`src/hw/lip_pkg.sv`:
```
// package for the led intensity and blink pwm block
// assumes: one 100 MHz clock domain, register access by address/data strobes
package lip_pkg;
   localparam int          NUM_OUT        = 17;
   localparam logic [7:0]  MAL_OFFSET     = 8'h0E;
   localparam logic [7:0]  MAL_RESET      = 8'h0F;
   localparam int          MASTER_MSB     = 7;
   localparam int          MASTER_LSB     = 4;
   localparam int          AUX_MSB        = 3;
   localparam int          AUX_LSB        = 0;
   localparam int          AUX_INDEX      = 16;
   localparam logic [3:0]  LEVEL_STATIC   = 4'hF;
   localparam logic [3:0]  MASTER_SLOTS   = 4'hF;
   localparam logic [3:0]  LEVEL_HALF     = 4'h7;
   localparam logic [3:0]  SLOT_LAST      = 4'hF;
   localparam int          TICK_NS        = 1000;
   localparam int          CLK_NS         = 10;
   localparam int          TICK_CYCLES    = TICK_NS / CLK_NS;
   localparam logic [7:0]  TICK_LAST      = 8'(TICK_CYCLES - 1);
endpackage

```
`src/hw/lip_out_cell.sv`:
```
// one open-drain output: low time from level and blink phase, master gating
// assumes: sub/slot come from lip_timebase
`timescale 1ns/1ps
module lip_out_cell (
   input  wire logic       clk,
   input  wire logic       rst_n,
   input  wire logic       ce,
   input  wire logic       run,
   input  wire logic [3:0] level,
   input  wire logic [3:0] master,
   input  wire logic       phase_bit,
   input  wire logic       blink_en,
   input  wire logic [3:0] sub,
   input  wire logic [3:0] slot,
   output logic            pin_oe_r
);
   logic [4:0] low_len;
   logic       active;
   logic       want_low;

   always_comb begin
      // phase 1 under blink mirrors the low time
      if (blink_en && phase_bit)
         low_len = {1'b0, lip_pkg::SLOT_LAST} - {1'b0, level};
      else
         low_len = {1'b0, level} + 5'h01;
      active   = slot < master;
      if (level == lip_pkg::LEVEL_STATIC)
         want_low = !(blink_en && phase_bit);
      else if (!run)
         want_low = 1'b0;
      else
         want_low = active && ({1'b0, sub} < low_len);
   end

   always_ff @(posedge clk) begin
      if (!rst_n)
         pin_oe_r <= 1'b0;
      else if (ce)
         pin_oe_r <= want_low;
   end
endmodule

```
`src/hw/lip_timebase.sv`:
```
// pwm timebase: prescaler, 16 subslots per master slot, 15 master slots
// assumes: run low stops the oscillator and clears the counters
`timescale 1ns/1ps
module lip_timebase (
   input  wire logic       clk,
   input  wire logic       rst_n,
   input  wire logic       ce,
   input  wire logic       run,
   output logic [3:0]      sub_r,
   output logic [3:0]      slot_r,
   output logic            tick_r,
   output logic            period_end_r
);
   logic [7:0] pre_r;

   always_ff @(posedge clk) begin
      if (!rst_n) begin
         pre_r        <= 8'h00;
         sub_r        <= 4'h0;
         slot_r       <= 4'h0;
         tick_r       <= 1'b0;
         period_end_r <= 1'b0;
      end else if (ce) begin
         tick_r       <= 1'b0;
         period_end_r <= 1'b0;
         if (!run) begin
            pre_r  <= 8'h00;
            sub_r  <= 4'h0;
            slot_r <= 4'h0;
         end else if (pre_r == lip_pkg::TICK_LAST) begin
            pre_r  <= 8'h00;
            tick_r <= 1'b1;
            sub_r  <= sub_r + 4'h1;
            if (sub_r == lip_pkg::SLOT_LAST) begin
               if (slot_r == lip_pkg::MASTER_SLOTS - 4'h1) begin
                  slot_r       <= 4'h0;
               end else begin
                  slot_r <= slot_r + 4'h1;
               end
            end
         end else begin
            pre_r <= pre_r + 8'h01;
            // flags the last cycle, so new settings land with the wrap
            if (pre_r == lip_pkg::TICK_LAST - 8'h01 && sub_r == lip_pkg::SLOT_LAST &&
                slot_r == lip_pkg::MASTER_SLOTS - 4'h1)
               period_end_r <= 1'b1;
         end
      end
   end
endmodule

```
`src/hw/lip_top.sv`:
```
// led intensity and blink pwm: master/aux level register and 17 outputs
// assumes: registers at byte offsets on a simple strobe port; per-output
// levels, blink enable and phase bits arrive as plain inputs
//
// How it works
// - 8-bit register, master level in upper nibble, aux level lower.
// - reading the register returns both nibbles unchanged.
// - master level zero stops oscillator, outputs static without pwm.
// - master code n gives duty of n fifteenths; 15 is full drive.
// - aux code n below 15 gives duty of n+1 sixteenths.
// - aux code 15 makes that output static.
// - blink phase 0 low n+1 sixteenths, phase 1 low 15-n sixteenths.
// - level 15 static low in phase 0, high impedance in phase 1.
// - level 7 gives equal low and high in both phases.
// - low levels dim then bright across phases, high levels the reverse.
// - global flag makes aux nibble the level for every output.
// - global mode: master and shared nibble give a 240-step control.
`timescale 1ns/1ps
module lip_top (
   input  wire logic          clk,
   input  wire logic          rst_n,
   input  wire logic          ce,
   input  wire logic [7:0]    reg_addr,
   input  wire logic          reg_wr,
   input  wire logic          reg_rd,
   input  wire logic [7:0]    reg_wdata,
   input  wire logic          global_en,
   input  wire logic          blink_en,
   input  wire logic [16:0]   phase_bits,
   input  wire logic [67:0]   levels,
   output logic [7:0]         reg_rdata_r,
   output logic               reg_hit_r,
   output logic [16:0]        pin_oe_r,
   output logic [16:0]        pin_o_r,
   output logic               osc_run_r
);
   ////////////////////////////////////////////////////////////////////////
   logic [7:0]  mal_r;
   logic [3:0]  master_act_r;
   logic [3:0]  lvl_act_r [lip_pkg::NUM_OUT];
   logic [3:0]  sub;
   logic [3:0]  slot;
   logic        period_end;
   logic [16:0] oe;

   function automatic logic [3:0] pick_level(input logic [67:0] lv, input logic [7:0] mal,
                                             input logic g, input int idx);
      if (g)
         pick_level = mal[lip_pkg::AUX_MSB:lip_pkg::AUX_LSB];
      else if (idx == lip_pkg::AUX_INDEX)
         pick_level = mal[lip_pkg::AUX_MSB:lip_pkg::AUX_LSB];
      else
         pick_level = lv[idx*4 +: 4];
   endfunction

   ////////////////////////////////////////////////////////////////////////
   // register port
   always_ff @(posedge clk) begin
      if (!rst_n)
         mal_r <= lip_pkg::MAL_RESET;
      else if (ce && reg_wr && reg_addr == lip_pkg::MAL_OFFSET)
         mal_r <= reg_wdata;
   end

   always_ff @(posedge clk) begin
      if (!rst_n) begin
         reg_rdata_r <= 8'h00;
         reg_hit_r   <= 1'b0;
      end else if (ce) begin
         reg_hit_r <= reg_rd && reg_addr == lip_pkg::MAL_OFFSET;
         if (reg_rd && reg_addr == lip_pkg::MAL_OFFSET)
            reg_rdata_r <= mal_r;
         else if (reg_rd)
            reg_rdata_r <= 8'h00;
      end
   end

   ////////////////////////////////////////////////////////////////////////
   // active settings: loaded at period end, or at once while stopped
   always_ff @(posedge clk) begin
      if (!rst_n) begin
         master_act_r <= 4'h0;
         osc_run_r    <= 1'b0;
         for (int i = 0; i < lip_pkg::NUM_OUT; i++)
            lvl_act_r[i] <= lip_pkg::LEVEL_STATIC;
      end else if (ce && (period_end || !osc_run_r)) begin
         master_act_r <= mal_r[lip_pkg::MASTER_MSB:lip_pkg::MASTER_LSB];
         osc_run_r    <= mal_r[lip_pkg::MASTER_MSB:lip_pkg::MASTER_LSB] != 4'h0;
         for (int i = 0; i < lip_pkg::NUM_OUT; i++)
            lvl_act_r[i] <= pick_level(levels, mal_r, global_en, i);
      end
   end

   ////////////////////////////////////////////////////////////////////////
   lip_timebase u_tb (
      .clk          (clk),
      .rst_n        (rst_n),
      .ce           (ce),
      .run          (osc_run_r),
      .sub_r        (sub),
      .slot_r       (slot),
      .tick_r       (),
      .period_end_r (period_end)
   );

   for (genvar g = 0; g < lip_pkg::NUM_OUT; g++) begin : g_out
      lip_out_cell u_cell (
         .clk       (clk),
         .rst_n     (rst_n),
         .ce        (ce),
         .run       (osc_run_r),
         .level     (lvl_act_r[g]),
         .master    (master_act_r),
         .phase_bit (phase_bits[g]),
         .blink_en  (blink_en),
         .sub       (sub),
         .slot      (slot),
         .pin_oe_r  (oe[g])
      );
   end

   // open drain: output value is always low, enable drives it
   always_ff @(posedge clk) begin
      if (!rst_n) begin
         pin_oe_r <= 17'h00000;
         pin_o_r  <= 17'h00000;
      end else if (ce) begin
         pin_oe_r <= oe;
         pin_o_r  <= 17'h00000;
      end
   end
endmodule

```
`config.mk`:
```
export PLATFORM = sky130hd
export DESIGN_NAME = lip_top
export DESIGN_NICKNAME = d
export VERILOG_FILES = /design/src/hw/lip_pkg.sv /design/src/hw/lip_out_cell.sv /design/src/hw/lip_timebase.sv /design/src/hw/lip_top.sv
export SDC_FILE = /design/constraint.sdc
export NUM_CORES = 1
export LEC_CHECK = 0
export BUFFER_PORTS_ARGS = -buffer_cell sky130_fd_sc_hd__buf_4
export CAP_MARGIN = 20
export CORE_UTILIZATION = 57
export DETAILED_ROUTE_END_ITERATION = 8
export PLACE_DENSITY = 0.81
export SETUP_SLACK_MARGIN = 0.02
export SLEW_MARGIN = 5
export SYNTH_ARGS = -nofsm -noshare
export SYNTH_HDL_FRONTEND = slang
export SYNTH_SLANG_ARGS = --single-unit
```
`constraint.sdc`:
```
create_clock -name clk -period 4.08 [get_ports clk]
set_input_delay 0.816 -clock clk [delete_from_list [all_inputs] [get_ports clk]]
set_output_delay 0.816 -clock clk [all_outputs]
set_load 0.05 [all_outputs]
```
### After elaboration in Yosys (flattened, before gate mapping)

Memories as Yosys holds them, arrays and structs flattened.
Index checks and enable logic that the tools add are counted.
Widths: inputs -> output; s select.

| word-level totals | value |
|---|---|
| input port bits | 108 |
| bits in writable memories | 68 |
| memories | 1 |
| output and inout port bits | 44 |
| bits in registers | 73 |
| logic and storage cells | 323 |

Memory list:

| memory | words | width | rd ports | clocked after Yosys merged registers in | write ports | line | source |
|---|---|---|---|---|---|---|---|
| lvl_act_r | 17 | 4 | 17 | 0 | 17 | lip_top.sv:40 | `logic [3:0] lvl_act_r [lip_pkg::NUM_OUT];` |

| operators by class | value |
|---|---|
| eq/ne operators | 24 |
| add/subtract/negate cells | 37 |
| muxes and demuxes | 135 |
| bitwise operators | 17 |
| magnitude comparators | 18 |
| reduce and logical (&&, ||, !) cells | 64 |

Operator list:

| kind | number |
|---|---|
| $mux 4 | 73 |
| $add 4x1->5 const B | 17 |
| $lt 4x5->1 | 17 |
| $mux 5 | 17 |
| $sub 4x4->5 const A | 17 |
| $eq 4x4->1 const B | 19 |
| $mux 1 | 41 |
| $logic_and 1x1->1 | 40 |
| $mux 8 | 4 |
| $logic_not 1->1 | 18 |
| $or 1x1->1 | 17 |
| $eq 8x7->1 const B | 2 |
| $add 4x1->4 const B | 2 |
| $add 8x1->8 const B | 1 |
| $eq 8x4->1 const B | 1 |
| $lt 4x4->1 | 1 |
| $ne 2x1->1 const B | 2 |
| $reduce_and 2->1 | 2 |
| $reduce_bool 4->1 | 1 |
| $reduce_and 3->1 | 1 |
| $reduce_bool 2->1 | 1 |
| $logic_or 1x1->1 | 1 |

### Longest topological paths before layout

Gate-level depths: netlist (run 1).

| logic depth | value |
|---|---|
| depth in word-level cells | 7 |
| gate-level depth with buffers | 11 |
| gate-level depth less buffers | 8 |

### By module

From an unflattened synthesis (run 1), not the netlist that was laid out.

| unflattened totals | value |
|---|---|
| cells, all modules | 1072 |
| area total of the unflattened synthesis | 9585.4 um2 |

By module, submodules not included:

| module | times used | area each (um2) | cells each | seq. area each (um2) |
|---|---|---|---|---|
| lip_top | 1 | 4464.3 | 383 | 2822.7 |
| lip_out_cell | 17 | 246.5 | 34 | 20.0 |
| lip_timebase | 1 | 930.9 | 111 | 360.3 |

### Worst setup path before layout (run 1)

No wires, ideal clock.

| timing | value |
|---|---|
| path type | input-to-reg |
| from | input ce |
| to | memory lvl_act_r[0][0] (enable) |
| setup time | 0.424 ns |
| data required time | 3.656 ns |
| setup slack | 0.790 ns |
| arrival time | 2.866 ns |
| stages on the path | 4 |
| buffers on the path | 2 |
| cell sequence | clkbuf_1 > buf_2 > a21boi_0 > inv_1 |

RTL lines:

| element | line | source |
|---|---|---|
| start, declared | lip_top.sv:22 | `input wire logic ce,` |
| end, declared | lip_top.sv:40 |  |

==> summary.txt, run 1 <==
Outcome
  – Status: finished clean

Cells and area
  – Core Util, Final: 70.7%
  – Fillers: 1,097
  – NumNets Final: 1,188
  – Area delta synth->final: 19.8%
  – Ant diodes: 0
  – Layout cells sized above 1: 17.5%

STA
  – Slew at the pin closest to its max-slew limit: 1.02 ns
  – Min Clock Period, post-route: 2.58 ns
  – RSZ-0062 raised after global routing: false
  – Normalized max-slew margin: 32.2%
  – Final setup violation count: 0
  – Hold Fails Final Rpt: 0
  – Setup TNS: 0 ns
  – Fin. max-slew vios: 0
  – Final Skew: 0.00590 ns
  – Crit share post-route: 63.3%
  – Max Fclk: 387 MHz

CTS
  – CTS buffer count: 17
  – Clk sinks: 141
  – # Post-CTS Setup Buffers: 0
  – Root Driver: clkbuf_16
  – Clock buffer depth: 2
  – H-tree lvl count: 4
  – TritonCTS clock tree: yes
  – PostCTS Resize Cnt: 0
  – Clock Latency Late Sink: 0.42 ns
  – Clock-pin slew on the worst setup and hold paths: 0.05 ns
  – Hold_buf cts: 0

Global route
  – Number of global-route vias before repair: 6,657
  – Total gr overflow: 0
  – First-pass GRT wire length: 32,000 microns
  – Largest net degree at the start of global routing: 69
  – Initial antenna violation count: 0
  – Total track usage: 27.9%

Pwr
  – Sequential power share: 45.0%
  – Worst vdd ir: 0.000297 V
  – Clock power share: 42.1%
  – Internal: 2.62 mW
  – Leakage power: 4.03 nW
  – Sw Share: 24.8%
  – Net Sw Power: 864 uW
  – Combinational share of power: 13.0%
  – PwrDens: 352 nW/um^2
  – PnR Total Power: 3.48 mW

Worst setup path
  – Max stage delay on crit path: 0.80 ns
  – Largest fanout on the critical path: 61
  – Worst r2r src: u_tb.slot_r[2]$_SDFFE_PN0P_
  – Worst path required time: 4.19 ns
  – Buf/Inv on CP: 1
  – CP startpoint kind: primary input
  – Class of the most critical setup path: primary input to flip-flop
  – CP max-delay cell: a21oi_2
  – Reg2reg path depth: 5
  – CP Data Arrival Time: 2.70 ns
  – Reg2reg end: g_out[10].u_cell.pin_oe_r$_SDFFE_PN0P_
  – Worst setup EP type: flip-flop
  – CP delay by family, top: compound AO/OA/AOI/OAI gates
  – Setup slack, reg-to-reg: 1.75 ns
  – Worst path cell trace: buf_4 -> nand3_1 -> a21oi_2 -> o21ai_0

Yosys
  – Sequential fraction of the synthesis area: 42.4%
  – Ys async rst share: 0%
  – Mapped cell area: 8260 sq um
  – Ys Warns: 0
  – Top cell type's share of synthesized area: 24.7%
  – Synth area leaders: edfxtp_1, dfxtp_1, ha_1
  – Distinct cells, synth: 48
  – Area leader, netlist: edfxtp_1
  – Post-synth EDFFs: 68
  – Most frequent cell after synthesis: o21ai_0
  – Syn Area/Cell: 9.32 sq um
  – Number of synthesized register bits: 141
  – Synth top cells by count: o21ai_0, ha_1, dfxtp_1
  – Mapped Cells: 886
  – Post-synth top flop: dfxtp_1

Drt
  – DR pass1 iterations: 7
  – Vias per cell: 5.87
  – Top Layer Used: met4
  – DR vias: 7,015
  – DRT antenna net count: 0
  – Met3 wire len: 1180 microns
  – Starting DRT DRC Count: 498
  – WL final: 20,000 microns
  – DR DRC count: 0
  – Met2 wire len: 9730 microns
  – M1 wire length: 8490 microns
  – Wire length per cell: 16.7 microns

Die
  – Top Ports: 152
  – Placeable Area: 14,000 sq um
  – Num rows: 43
  – Die span in y: 122 microns
  – Initial cell density of the core: 59.0%
  – Die area: 15,000 sq um
  – Chip width: 122 microns

Hold path
  – Hold endpoint: reg_hit_r$_SDFFE_PN0P_
  – Worst hold path depth: 2
  – Hold Crit Start: reg_hit_r$_SDFFE_PN0P_
  – Tightest Hold Check Type: flip-flop to flip-flop

Placement
  – Number of I/O port buffers: 130
  – Routability congestion estimate: 0.838
  – Post-DP HPWL: 13,000 microns

Job
  – Max_cap viols: 0
logic make-up (layout without fill, tap and decap cells):
group           count (synthesis)  count (layout)  synth area share (%)
fa+ha+maj                      76              76                  11.5
simple gates                  229             229                  13.5
mux                            26              26                  3.15
other cells                     1              17                0.0454
flops                         141             141                  42.4
compound gates                243             243                  18.3
xor+xnor                       41              41                  4.35
buf+inv                       129             243                  6.65
metrics by stage:
step | hold slack, ns | area [sq um] | worst slack (ns) | cells
finish | 0.479 | 9890 | 1.50 | 1196
global route | 0.500 | 9890 | 1.32 | 1196
CTS | 0.483 | 9890 | 1.44 | 1196
detailed placement | 0.469 | 9340 | 0.996 | 1165
global placement | 0.467 | 9340 | 1.11 | 1165
floorplan | 0.444 | 8320 | 0.790 | 902
power by group through the flow:
| stage | Combinational, mW | Clock, mW | Sequential [mW] |
|---|---|---|---|
| 3_3_place_gp | 0.433 | 0 | 1.59 |
| 2_1_floorplan | 0.280 | 0 | 1.61 |
| 4_1_cts | 0.451 | 1.47 | 1.57 |
| 6_report | 0.452 | 1.47 | 1.57 |
| 5_1_grt | 0.501 | 1.54 | 1.57 |
| 3_5_place_dp | 0.447 | 0 | 1.60 |
worst min-delay path: cells and delay by family, from the launching register on:
kind / cells / cell delay, ns
AOI/OAI and AO/OA: 1 / 0.06
DFF: 1 / 0.31
and+or+nand+nor: 1 / 0.06
sequential cells by signal, indices dropped and copies added, names as in the netlist:
signal,count
lvl_act_r,68
g_out.u_cell.pin_oe_r,17
pin_oe_r,17
mal_r,8
reg_rdata_r,8
u_tb.pre_r,8
master_act_r,4
u_tb.slot_r,4
u_tb.sub_r,4
osc_run_r,1
reg_hit_r,1
u_tb.period_end_r,1
worst max path at each step:
stage / start / end / cells after the start
finish: rst_n / lvl_act_r[0][53]$_SDFFCE_PN1P_ / 4
global route: rst_n / lvl_act_r[0][61]$_SDFFCE_PN1P_ / 4
CTS: rst_n / lvl_act_r[0][53]$_SDFFCE_PN1P_ / 4
detailed placement: rst_n / lvl_act_r[0][53]$_SDFFCE_PN1P_ / 4
global placement: rst_n / lvl_act_r[0][33]$_SDFFCE_PN1P_ / 4
floorplan: ce / lvl_act_r[0][0]$_SDFFCE_PN1P_ / 4
routing by layer:
metal	track usage [%]	vias to the layer above
met2	46.7	261
li1	-	3430
met3	5.02	48
met5	0	-
met4	12.3	0
met1	35.2	3276
cells in the final DEF, fill, tap and decap left out, types with 37 or more instances in the layout:
master / netlist / routed
a21oi_1: 42 / 37
buf_4: 17 / 140
dfxtp_1: 73 / 73
edfxtp_1: 68 / 68
ha_1: 76 / 76
inv_1: 72 / 71
nand2_1: 54 / 54
nand3_1: 42 / 42
nor2_1: 46 / 46
o21ai_0: 104 / 104
xor2_1: 37 / 37
layout make-up:
cell class	instances	area [sq um]	share of cell area, %
Clock buffer	22	454	4.59
Inverter	72	270	2.73
Sequential cell	141	3500	35.4
Timing Repair Buffer	140	1050	10.6
Multi-Input combinational cell	632	4290	43.4
Tap cell	180	225	2.28
Clock inverter	9	95.1	0.961
Note: power is estimated with default switching activity, not from simulation.
==> inputs of run 2 (changes only) <==
--- a/config.mk
+++ b/config.mk
@@ -7,9 +7,9 @@
 export LEC_CHECK = 0
 export BUFFER_PORTS_ARGS = -buffer_cell sky130_fd_sc_hd__buf_4
 export CAP_MARGIN = 20
-export CORE_UTILIZATION = 57
+export CORE_UTILIZATION = 51
 export DETAILED_ROUTE_END_ITERATION = 8
-export PLACE_DENSITY = 0.81
+export PLACE_DENSITY = 0.77
 export SETUP_SLACK_MARGIN = 0.02
 export SLEW_MARGIN = 5
 export SYNTH_ARGS = -nofsm -noshare
==> constraint.sdc (replaced) <==
create_clock -name clk -period 2.23 [get_ports clk]
set_input_delay 0.446 -clock clk [delete_from_list [all_inputs] [get_ports clk]]
set_output_delay 0.446 -clock clk [all_outputs]
set_load 0.05 [all_outputs]
==> summary.txt, run 2 (synthesis gave the netlist of run 1 again) <==
Outcome
  – Status: finished clean

Worst setup path
  – Worst setup endpoint: u_tb.sub_r[2]$_SDFFE_PN0P_
  – Crit path launch: u_tb.pre_r[2]$_SDFFE_PN0P_
  – Class of the most critical setup path: flip-flop to flip-flop
  – Setup slack, reg-to-reg: 0.26 ns
  – Reg2reg path depth: 4
  – Worst setup EP type: flip-flop
  – CP Data Arrival Time: 2.33 ns
  – Worst path required time: 2.59 ns
  – CP startpoint kind: flip-flop
  – Largest fanout on the critical path: 6
  – Reg2reg end: u_tb.sub_r[2]$_SDFFE_PN0P_
  – Worst r2r src: u_tb.pre_r[2]$_SDFFE_PN0P_

STA
  – Min Clock Period, post-route: 1.97 ns
  – Final Skew: 0.00970 ns
  – RSZ-0062 raised after global routing: false
  – Hold WS: 0.234 ns
  – Final setup violation count: 0
  – Setup TNS: 0 ns
  – Normalized max-slew margin: 57.1%
  – Hold Fails Final Rpt: 0
  – Slew at the pin closest to its max-slew limit: 0.642 ns
  – Max Fclk: 507 MHz
  – Crit share post-route: 88.4%
  – Fin. max-slew vios: 0

Global route
  – Total track usage: 25.0%
  – Number of global-route vias before repair: 6,504
  – Largest net degree at the start of global routing: 45
  – First-pass GRT wire length: 31,800 microns
  – Total gr overflow: 0
  – Initial antenna violation count: 0

CTS
  – PostCTS Resize Cnt: 0
  – TritonCTS clock tree: yes
  – Clock buffer depth: 2
  – CTS buffer count: 17
  – Clock Latency Late Sink: 0.43 ns
  – Hold_buf cts: 0
  – H-tree lvl count: 4
  – Clock-pin slew on the worst setup and hold paths: 0.06 ns
  – # Post-CTS Setup Buffers: 0
  – Root Driver: clkbuf_16
  – Clk sinks: 141

Drt
  – DR pass1 iterations: 5
  – DR DRC count: 0
  – Vias per cell: 5.58
  – Starting DRT DRC Count: 462
  – DRT antenna net count: 0
  – WL final: 19,700 microns
  – Wire length per cell: 15.8 microns
  – DR vias: 6,970

Die
  – Num rows: 46
  – Top Ports: 152
  – Die area: 16,700 sq um
  – Chip width: 129 microns
  – Placeable Area: 15,800 sq um
  – Die span in y: 129 microns
  – Initial cell density of the core: 52.2%

Cells and area
  – Most common cell after layout, fill and taps aside: buf_4
  – Max reg flops: 68
  – Design area: 10,100 sq um
  – Ant diodes: 0
  – Largest Register: lvl_act_r
  – Most frequent cells in the layout: buf_4, o21ai_0, ha_1
  – Layout cells sized above 1: 19.2%
  – Biggest regs: lvl_act_r (68), g_out.u_cell.pin_oe_r (17), pin_oe_r (17)
  – Core Util, Final: 63.9%
  – Area delta synth->final: 22.6%
  – NumNets Final: 1,203

Pwr
  – PwrDens: 628 nW/um^2
  – Internal: 4.76 mW
  – Sw Share: 25.0%
  – Leakage power: 4.14 nW
  – Clock power share: 41.6%
  – Worst vdd ir: 0.000561 V
  – Sequential power share: 45.1%
  – Net Sw Power: 1.59 mW
  – Combinational share of power: 13.3%

Hold path
  – Hold Crit Start: reg_wdata[0]
  – Tightest Hold Check Type: primary input to flip-flop

Placement
  – Number of I/O port buffers: 130
  – Placed instance area: 9570 sq um
  – Post-DP HPWL: 13,600 microns
  – Routability congestion estimate: 0.806

Job
  – Max_cap viols: 0
-- run 2: changes by cell type in the layout (fill, tap and decap cells not counted), moves of 2 or more --
cell / change
buf_12: +4
buf_4: +11
bufinv_16: -2
clkbuf_8: +3
clkinv_1: -2
inv_4: +2
-- run 2: worst min path at each step --
stage                                          end  slack [ns]  cells past startpoint
floorplan           u_tb.period_end_r$_SDFFE_PN0P_        0.44                      2
global placement       reg_rdata_r[7]$_SDFFE_PN0P_        0.47                      1
detailed placement     reg_rdata_r[0]$_SDFFE_PN0P_        0.47                      1
finish                       mal_r[0]$_SDFFE_PN1P_        0.23                      3
global route                 mal_r[3]$_SDFFE_PN1P_        0.24                      3
CTS                          mal_r[0]$_SDFFE_PN1P_        0.22                      3
-- run 2: per-stage QoR --
stage	worst slack, ns	std cells	power (mW)
2_1_floorplan	-0.0870	902	3.47
3_3_place_gp	0.222	1216	3.73
3_5_place_dp	0.177	1216	3.76
4_1_cts	0.275	1248	6.38
5_1_grt	0.153	1248	6.59
6_report	0.258	1248	6.36
-- run 2: per-layer routing --
layer / GRT usage [%] / share of wire (%) / wire, microns / up-vias
met5: 0 / 0 / 0 / -
met3: 4.62 / 4.3 / 852 / 36
met2: 42.8 / 50 / 9810 / 191
met4: 11.8 / 2.6 / 516 / 0
met1: 30.6 / 43 / 8490 / 3284
li1: - / - / - / 3459
-- run 2: power by group through the flow --
stage               combinational [mW]  clock [mW]  sequential (mW)
floorplan                        0.522           0             2.94
global placement                 0.819           0             2.92
detailed placement               0.838           0             2.92
CTS                              0.844        2.68             2.86
global route                     0.937        2.78             2.87
finish                           0.844        2.65             2.86
-- run 2: area by class of cell --
type                       instances  area, sq um
timing repair buffer             155         1210
multi-input combinational        632         4310
fill                            1283         5710
inverter                          72          274
clock buffer                      26          520
sequential                       141         3500
tap                              216          270
clock inverter                     6         32.5
-- run 2: worst max-delay path: stages, from the launching register on --
cell and delay (ns):
dfxtp_1 0.38, or4_4 0.59, or3_4 0.42, or3b_1 0.37
a21boi_1 0.14
